<file path="config.mk">
export PLATFORM = sky130hd
export DESIGN_NAME = abe_analog_enable
export DESIGN_NICKNAME = d
export VERILOG_FILES = /design/src/design/abe_pkg.sv /design/src/design/abe_analog_enable.sv /design/src/design/abe_regfile.sv
export SDC_FILE = /design/constraint.sdc
export NUM_CORES = 1
export LEC_CHECK = 0
export BUFFER_PORTS_ARGS = -buffer_cell sky130_fd_sc_hd__buf_4
export CAP_MARGIN = 10
export CORE_MARGIN = 5
export CORE_UTILIZATION = 35
export DETAILED_ROUTE_END_ITERATION = 12
export GPL_TIMING_DRIVEN = 0
export HOLD_SLACK_MARGIN = 0.1
export PLACE_DENSITY = 0.71
export SLEW_MARGIN = 5
export SYNTH_ARGS = -nofsm -noshare
export SYNTH_HDL_FRONTEND = slang
export SYNTH_HIERARCHICAL = 1
export SYNTH_SLANG_ARGS = --single-unit
</file>
<file path="constraint.sdc">
create_clock -name sys_clk -period 2.9 [get_ports sys_clk]
set_input_delay 0.435 -clock sys_clk [delete_from_list [all_inputs] [get_ports sys_clk]]
set_output_delay 0.435 -clock sys_clk [all_outputs]
set_load 0.03 [all_outputs]
</file>
<file path="src/design/abe_pkg.sv">
// Package for the analog block enable register bank
package abe_pkg;

  // Register byte addresses on the bus
  localparam logic [7:0] ADDR_PERIPH_EN1  = 8'h00;
  localparam logic [7:0] ADDR_BLOCK_EN    = 8'h04;
  localparam logic [7:0] ADDR_OV_THRESH   = 8'h08;
  localparam logic [7:0] ADDR_UV_THRESH   = 8'h0c;
  localparam logic [7:0] ADDR_STATUS      = 8'h10;

  // Values after reset
  localparam logic [7:0] RST_PERIPH_EN1   = 8'h00;
  localparam logic [7:0] RST_BLOCK_EN     = 8'h00;
  localparam logic [7:0] RST_THRESH       = 8'h00;

  // Peripheral enable one field positions
  localparam int PE_LOW_DT_BYP = 4;
  localparam int PE_NEG_PD     = 3;
  localparam int PE_POS_PU     = 2;
  localparam int PE_UV_ACCEL   = 1;
  localparam int PE_OV_ACCEL   = 0;

  // Block enable field positions
  localparam int BE_OV_DET     = 7;
  localparam int BE_UV_DET     = 6;
  localparam int BE_MEAS_START = 5;
  localparam int BE_SLOPE_BYP  = 4;
  localparam int BE_CUR_MEAS   = 3;
  localparam int BE_TEMP_SENS  = 2;
  localparam int BE_EFF_CIRC   = 1;
  localparam int BE_SIG_CHAIN  = 0;

  // Register select index width
  localparam int REG_IDX_W = 3;

  // Analog control outputs grouped
  typedef struct packed {
    logic       low_dead_time_bypass;
    logic       neg_sense_pulldown_en;
    logic       pos_sense_pullup_en;
    logic       uv_accel_en;
    logic       ov_accel_en;
    logic       ov_detect_en;
    logic       uv_detect_en;
    logic       slope_comp_bypass;
    logic       current_meas_en;
    logic       temp_sensor_en;
    logic       eff_circuit_en;
    logic       signal_chain_en;
    logic [7:0] ov_threshold;
    logic [7:0] uv_threshold;
  } abe_ctrl_t;

  // Pending bus write captured in address phase
  typedef struct packed {
    logic       valid;
    logic [7:0] addr;
  } abe_wr_t;

endpackage

</file>
<file path="src/design/abe_analog_enable.sv">
// AHB-Lite register bank gating the analog control functions
// What this block does
// - Bypass bit skips low-side dead-time delay
// - Bit 3 drives negative sense pull-down
// - Bit 2 drives positive sense pull-up
// - Bit 1 enables undervoltage accelerator
// - Enabled accelerator fault forces both drives low while its detector is on
// - Bit 0 enables overvoltage accelerator
// - Overvoltage detect off ignores its threshold
// - Undervoltage detect off ignores its threshold
// - Writing start bit begins efficiency measurement
// - Slope bypass bit bypasses slope compensation
// - Current bit enables peak current measurement
// - Temperature sensing active only while bit set
// - Efficiency enable bit powers efficiency circuitry
// - Signal chain bit enables voltage control path
//
// Implementation choices: register access over AHB-Lite and the register addresses.
`timescale 1ns/1ps
module abe_analog_enable (
  input  wire logic                sys_clk,
  input  wire logic                rst_n,
  // AHB-Lite slave
  input  wire logic                hsel,
  input  wire logic [31:0]         haddr,
  input  wire logic [1:0]          htrans,
  input  wire logic                hwrite,
  input  wire logic [2:0]          hsize,
  input  wire logic [31:0]         hwdata,
  input  wire logic                hready,
  output logic      [31:0]         hrdata,
  output logic                     hreadyout,
  output logic                     hresp,
  // Analog fault comparators, asynchronous
  input  wire logic                ov_fault_raw,
  input  wire logic                uv_fault_raw,
  // Gate requests from the modulator, same clock
  input  wire logic                high_drive_req,
  input  wire logic                low_drive_req,
  input  wire logic [7:0]          low_dead_cycles,
  // Gate outputs and analog controls
  output logic                     high_gate_drive,
  output logic                     low_gate_drive,
  output logic                     eff_measure_start,
  output abe_pkg::abe_ctrl_t       ctrl
);

  localparam int NREG = 5;

  // Map a byte address to a register index
  function automatic logic [2:0] addr_idx(input logic [7:0] a);
    unique case (a)
      abe_pkg::ADDR_PERIPH_EN1: addr_idx = 3'd0;
      abe_pkg::ADDR_BLOCK_EN:   addr_idx = 3'd1;
      abe_pkg::ADDR_OV_THRESH:  addr_idx = 3'd2;
      abe_pkg::ADDR_UV_THRESH:  addr_idx = 3'd3;
      abe_pkg::ADDR_STATUS:     addr_idx = 3'd4;
      default:                  addr_idx = 3'd7;
    endcase
  endfunction

  // Bus address-phase capture
  abe_pkg::abe_wr_t wr_q;
  abe_pkg::abe_wr_t wr_d;
  logic             rd_ph_q;
  logic             rd_ph_d;
  // Read aimed at the live status word
  logic             st_sel_q;
  logic             st_sel_d;
  logic             take;
  logic             wr_en;
  logic [2:0]       wr_idx;
  logic [2:0]       rd_idx;
  logic [7:0]       rd_byte;
  logic [7:0]       regs [NREG];
  logic [7:0]       wdata;

  // Fault synchronisers and gate state
  logic [1:0]       ov_sync_q;
  logic [1:0]       ov_sync_d;
  logic [1:0]       uv_sync_q;
  logic [1:0]       uv_sync_d;
  logic             hi_q;
  logic             hi_d;
  logic             lo_q;
  logic             lo_d;
  logic [7:0]       dly_q;
  logic [7:0]       dly_d;
  logic             start_q;
  logic             start_d;
  logic             shut;
  logic             ov_hit;
  logic             uv_hit;
  logic [7:0]       status;

  // Transfer accepted when selected, active and bus ready
  assign take = hsel && htrans[1] && hready;

  // Address phase capture for the following data phase
  always_comb begin
    wr_d.valid = take && hwrite;
    wr_d.addr  = haddr[7:0];
    rd_ph_d    = take && !hwrite;
    // Status slot in the file stays zero, so remember where the read went
    st_sel_d   = take && !hwrite &&
                 (haddr[7:0] == abe_pkg::ADDR_STATUS);
  end

  // Address-phase state, held for exactly one data phase
  always_ff @(posedge sys_clk or negedge rst_n) begin
    if (!rst_n) begin
      wr_q     <= '0;
      rd_ph_q  <= 1'b0;
      st_sel_q <= 1'b0;
    end else begin
      wr_q     <= wr_d;
      rd_ph_q  <= rd_ph_d;
      st_sel_q <= st_sel_d;
    end
  end

  // Write lands in data phase; read index taken in address phase
  assign wr_en  = wr_q.valid && (wr_q.addr != abe_pkg::ADDR_STATUS);
  assign wr_idx = addr_idx(wr_q.addr);
  assign wdata  = hwdata[7:0];
  assign rd_idx = addr_idx(haddr[7:0]);

  // Plain read/write storage, no side effects on read
  abe_regfile #(
    .NREG (NREG)
  ) u_regs (
    .sys_clk (sys_clk),
    .rst_n   (rst_n),
    .wr_en   (wr_en),
    .wr_idx  (wr_idx),
    .wr_data (wdata),
    .rd_idx  (rd_idx),
    .rd_data (rd_byte),
    .regs    (regs)
  );

  // Status view not stored in the file; live state instead
  assign status = {3'h0, start_q, ov_hit, uv_hit, hi_q, lo_q};

  // Zero-wait-state slave; upper bits read as zero
  always_comb begin
    hreadyout = 1'b1;
    hresp     = 1'b0;
    hrdata    = 32'h0000_0000;
    if (rd_ph_q && st_sel_q) begin
      // Live status, one cycle old; software polls it anyway
      hrdata = {24'h00_0000, status_q};
    end else if (rd_ph_q) begin
      hrdata = {24'h00_0000, rd_byte};
    end
  end

  // Status snapshot: registered so read data come from a flop
  // Stored slot in the file stays zero and is never read
  logic [7:0] status_q;
  logic [7:0] status_d;
  always_comb begin
    status_d = status;
  end

  always_ff @(posedge sys_clk or negedge rst_n) begin
    if (!rst_n) begin
      status_q <= 8'h00;
    end else begin
      status_q <= status_d;
    end
  end

  // Control decode from stored bytes
  always_comb begin
    // Bypass bit also steers the gate timing below
    ctrl.low_dead_time_bypass  = regs[0][abe_pkg::PE_LOW_DT_BYP];
    ctrl.neg_sense_pulldown_en = regs[0][abe_pkg::PE_NEG_PD];
    ctrl.pos_sense_pullup_en   = regs[0][abe_pkg::PE_POS_PU];
    ctrl.uv_accel_en           = regs[0][abe_pkg::PE_UV_ACCEL];
    ctrl.ov_accel_en           = regs[0][abe_pkg::PE_OV_ACCEL];
    ctrl.ov_detect_en          = regs[1][abe_pkg::BE_OV_DET];
    ctrl.uv_detect_en          = regs[1][abe_pkg::BE_UV_DET];
    ctrl.slope_comp_bypass     = regs[1][abe_pkg::BE_SLOPE_BYP];
    ctrl.current_meas_en       = regs[1][abe_pkg::BE_CUR_MEAS];
    ctrl.temp_sensor_en        = regs[1][abe_pkg::BE_TEMP_SENS];
    ctrl.eff_circuit_en        = regs[1][abe_pkg::BE_EFF_CIRC];
    ctrl.signal_chain_en       = regs[1][abe_pkg::BE_SIG_CHAIN];
    // Threshold ignored (reads as zero) while its detector is off
    ctrl.ov_threshold = ctrl.ov_detect_en ? regs[2] : 8'h00;
    ctrl.uv_threshold = ctrl.uv_detect_en ? regs[3] : 8'h00;
  end

  // Pin faults pass two flops before any logic
  always_comb begin
    ov_sync_d = {ov_sync_q[0], ov_fault_raw};
    uv_sync_d = {uv_sync_q[0], uv_fault_raw};
  end

  always_ff @(posedge sys_clk or negedge rst_n) begin
    if (!rst_n) begin
      ov_sync_q <= 2'b00;
      uv_sync_q <= 2'b00;
    end else begin
      ov_sync_q <= ov_sync_d;
      uv_sync_q <= uv_sync_d;
    end
  end

  // A fault counts only while its detector is on
  assign ov_hit = ctrl.ov_detect_en && ov_sync_q[1];
  assign uv_hit = ctrl.uv_detect_en && uv_sync_q[1];

  // Accelerator shutdown; combinational so it acts at once
  assign shut = (ctrl.ov_accel_en && ov_hit) ||
                (ctrl.uv_accel_en && uv_hit);

  // Gate timing: low-side turn-on delayed unless bypassed
  always_comb begin
    hi_d  = high_drive_req;
    lo_d  = lo_q;
    dly_d = dly_q;
    if (!low_drive_req) begin
      lo_d  = 1'b0;
      dly_d = 8'h00;
    end else if (!lo_q) begin
      if (ctrl.low_dead_time_bypass) begin
        lo_d = 1'b1;
      end else if (dly_q >= low_dead_cycles) begin
        lo_d = 1'b1;
      end else begin
        dly_d = dly_q + 8'h01;
      end
    end
    // Shutdown overrides modulator requests
    if (shut) begin
      hi_d  = 1'b0;
      lo_d  = 1'b0;
      dly_d = 8'h00;
    end
  end

  always_ff @(posedge sys_clk or negedge rst_n) begin
    if (!rst_n) begin
      hi_q  <= 1'b0;
      lo_q  <= 1'b0;
      dly_q <= 8'h00;
    end else begin
      hi_q  <= hi_d;
      lo_q  <= lo_d;
      dly_q <= dly_d;
    end
  end

  // Outputs gated by shut too, so no cycle of lag on a fault
  assign high_gate_drive = hi_q && !shut;
  assign low_gate_drive  = lo_q && !shut;

  // One-cycle start pulse on a block enable write with the start bit one
  always_comb begin
    start_d = wr_en && (wr_idx == 3'd1) &&
              wdata[abe_pkg::BE_MEAS_START];
  end

  always_ff @(posedge sys_clk or negedge rst_n) begin
    if (!rst_n) begin
      start_q <= 1'b0;
    end else begin
      start_q <= start_d;
    end
  end

  assign eff_measure_start = start_q;

endmodule

</file>
<file path="src/design/abe_regfile.sv">
// Small register memory for the control bytes
`timescale 1ns/1ps
module abe_regfile #(
  parameter int NREG = 5
) (
  input  wire logic       sys_clk,
  input  wire logic       rst_n,
  input  wire logic       wr_en,
  input  wire logic [2:0] wr_idx,
  input  wire logic [7:0] wr_data,
  input  wire logic [2:0] rd_idx,
  output logic      [7:0] rd_data,
  output logic      [7:0] regs [NREG]
);

  // Storage next state
  logic [7:0] mem_d [NREG];
  logic [7:0] mem_q [NREG];
  logic [7:0] rd_d;
  logic [7:0] rd_q;

  // Write decode and registered read
  always_comb begin
    for (int i = 0; i < NREG; i++) begin
      mem_d[i] = mem_q[i];
    end
    if (wr_en && (int'(wr_idx) < NREG)) begin
      mem_d[wr_idx] = wr_data;
    end
    // Unmapped index reads zero
    rd_d = (int'(rd_idx) < NREG) ? mem_q[rd_idx] : 8'h00;
  end

  // Registers only; all clear at reset
  always_ff @(posedge sys_clk or negedge rst_n) begin
    if (!rst_n) begin
      for (int i = 0; i < NREG; i++) begin
        mem_q[i] <= 8'h00;
      end
      rd_q <= 8'h00;
    end else begin
      mem_q <= mem_d;
      rd_q  <= rd_d;
    end
  end

  assign rd_data = rd_q;
  assign regs    = mem_q;

endmodule

</file>
==> flow_summary_export.csv <==
group,metric,value,unit
run_status,status,"complete, no violations",
worst_setup_path,worst_path_largest_cell_delay,0.71,ns
global_routing,grt_use_total,14.0,%
floorplanning,die_x,115,µm
synthesis,synthArstFlopShare,100,%
timing,worst_slack,0.202,ns
floorplanning,die_h,115,µm
worst_setup_path,critPathLaunchType,"flop",
finish,final_common_cell,"buf_4",
routing,vias,2723,
worst_setup_path,cp.required,3.12,ns
worst_setup_path,path_max_fanout,8,
clock_tree,h-tree-depth,3,
routing,antenna_left,0,
worst_setup_path,cp_cell_sequence,"or4_1, a2111o_1, nor4b_4, mux2_2",
synthesis,synth_top_area_share,51.5,%
synthesis,netlist_instances,318,
synthesis,synth_seq_cells,79,
worst_setup_path,rrSetupSlack,0.20,ns
clock_tree,cts.sinks,79,
worst_setup_path,end_kind,"flop",
power,ir_drop,256,µV
clock_tree,cts_buffers,9,
clock_tree,clock_latency,0.34,ns
clock_tree,clkTransAtPathRegs,0.07,ns
timing,fin_crit,2.70,ns
placement,place_inst,554,
synthesis,synthTopCellsByArea,"dfrtp_1 (52%), mux2_2 (14%), buf_4 (5.1%), mux2i_1 (4.2%), and2_1 (3.4%)",
global_routing,overflow,0,
worst_setup_path,critPathTopFamily,"simple AND/OR/NAND/NOR gates",
worst_setup_path,crit_cells,4,
finish,instances_no_fill,570,
finish,drive_gt1_share,39.1,%
synthesis,seq_area_frac_synth,51.5,%
floorplanning,rows,38,
power,switchingPower,0.000497,W
power,p_comb_share,8.8,%
power,intPower,0.00167,W
timing,worst_slew_pin_slew,0.983,ns
power,swShare,23.0,%
synthesis,synthFlopType,"dfrtp_1",
synthesis,synth-edff-count,0,
timing,maxSlewHeadroom,34.3,%
clock_tree,cts_hold_buf,0,
worst_setup_path,crit_path_start,"wr_q[0]",
clock_tree,cts_tree,"yes",
placement,gp_congestion,0.808,
timing,rsz0062_at_grt,"no",
finish,diodes,0,
timing,finalSetupViolCount,0,
clock_tree,cts.path.max_buffers,2,
worst_setup_path,worstReg2RegStart,"wr_q[0]",
global_routing,grt_max_degree,80,
worst_setup_path,crit_type,"reg -> reg",
synthesis,synth_area_leader_cell,"dfrtp_1",
timing,drv_slew,0,
finish,n_fill_cell,1030,
routing,viasPerCell,4.78,
routing,routedWlPerCell,15.8,µm
power,power_frac_clock,38.5,%
finish,area_growth,26.5,%
worst_setup_path,r2r_cells,4,
floorplanning,die_area,13200,µm²
clock_tree,cts_resized,0,
global_routing,grt_antenna_before_repair,0,
worst_setup_path,cp.arrival,2.92,ns
global_routing,grt_pass1_vias,2786,
placement,io_buffers,72,
finish,fin_nets,520,
power,power_density,446,nW/µm²
routing,wirelength,9020,µm
clock_tree,cts_setup_buffers,0,
placement,dp_hpwl,6640,µm
timing,clock_skew,0.00797,ns
worst_setup_path,path_buf_inv,0,
worst_setup_path,crit_slowest_cell,"nor4b_4",
routing,drt_iter0_drc,92,
worst_setup_path,r2r-end,"u_regs/regs[37]",
power,seqPwrFrac,52.7,%
synthesis,syn-cell-area,3840,µm²
worst_setup_path,endpoint,"u_regs/regs[37]",
timing,fmax,371,MHz
finish,final_cell_mix,"buf_4 (98), dfrtp_1 (79), mux2_2 (46)",
placement,pre_cts_ws,-0.0272,ns
flow_run,maxCapViolations,0,
routing,first_pass_iters,4,
hold_path,hold_start,"uv_fault_raw",
synthesis,syn_area_per_cell,12.1,µm²
floorplanning,start_util,35.5,%
synthesis,synth_warnings,6,
floorplanning,coreArea,10800,µm²
clock_tree,cts_root_buf,"clkbuf_8",
timing,period_share,93.0,%
power,power_leakage,2.52,nW
global_routing,grt_pass1_wl,14300,µm
timing,final_hold_viol_count,0,
timing,tns,0,ns
synthesis,ys_types,42,
routing,drc_errors,0,
hold_path,min_path_type,"in -> reg",
floorplanning,ios,151,
-- cells by family (layout without fill, tap and decap cells) --
family | Yosys count | count (layout) | synth area share, %
and+or+nand+nor | 90 | 90 | 14.3
AOI/OAI and AO/OA | 32 | 32 | 6.33
other | 2 | 26 | 0.196
buffers and inverters | 44 | 132 | 7.01
adders and majority gates | 9 | 9 | 2.94
DFF | 79 | 79 | 51.5
muxes | 62 | 62 | 17.7
-- flip-flops by register name, summed over array words and instances, names as in the netlist --
| signal | count |
|---|---|
| ov_sync_q | 2 |
| uv_sync_q | 2 |
| st_sel_q | 1 |
| u_regs/regs | 40 |
| hi_q | 1 |
| rd_ph_q | 1 |
| dly_q | 8 |
| lo_q | 1 |
| status_q | 5 |
| eff_measure_start | 1 |
| u_regs/rd_data | 8 |
| wr_q | 9 |
-- per-stage QoR --
step           hold slack (ns)  utilization (%)  total power [W]  instance area [µm²]
6_report                 0.198             44.9          0.00216                 4850
5_1_grt                  0.182             44.9          0.00226                 4850
4_1_cts                  0.184             44.9          0.00219                 4850
3_5_place_dp             0.336             43.0          0.00135                 4640
3_3_place_gp             0.335             43.0          0.00135                 4640
2_1_floorplan            0.139                -          0.00127                 3930
-- area by class of cell --
class	count	area, µm²	share of cell area (%)
well taps	140	175	3.61
plain buffers	33	228	4.69
flip-flops and latches	79	1980	40.8
repair buffers	72	541	11.1
clock inverters	3	40.0	0.825
multi-input cells	219	1680	34.6
inverters	11	41.3	0.851
clock buffers	13	169	3.48
-- synth_stat cells (all sizes together) (7+ instances only) --
master  instances
nor2           12
or3             7
dfrtp          79
ha              9
mux2           46
buf            31
a21oi           7
mux2i          16
nand2          13
inv            11
and2           21
-- how the worst min path moves through the flow --
| stage | endpoint | slack, ns | cells past startpoint |
|---|---|---|---|
| floorplan | dly_q[0] | 0.14 | 0 |
| global placement | ov_sync_q[1] | 0.34 | 0 |
| detailed placement | uv_sync_q[1] | 0.34 | 0 |
| CTS | uv_sync_q[0] | 0.18 | 1 |
| global route | uv_sync_q[0] | 0.18 | 1 |
| finish | uv_sync_q[0] | 0.20 | 1 |
-- power by group through the flow --
stage	registers, W	clock network (W)	logic, W
2_1_floorplan	0.00116	0	0.000114
5_1_grt	0.00114	0.000900	0.000212
6_report	0.00114	0.000833	0.000191
3_3_place_gp	0.00116	0	0.000187
4_1_cts	0.00114	0.000855	0.000192
3_5_place_dp	0.00116	0	0.000191
-- routing by layer --
metal | vias to the layer above | share of wire (%) | wire [µm] | global-route usage [%]
met5 | - | 0 | 0 | 0
met4 | 0 | 1.4 | 127 | 3.52
met2 | 103 | 47 | 4200 | 22.4
met1 | 1311 | 44 | 3960 | 18.6
li1 | 1298 | - | - | -
met3 | 11 | 8.1 | 729 | 4.33
Power figures use the tool's default switching activity.
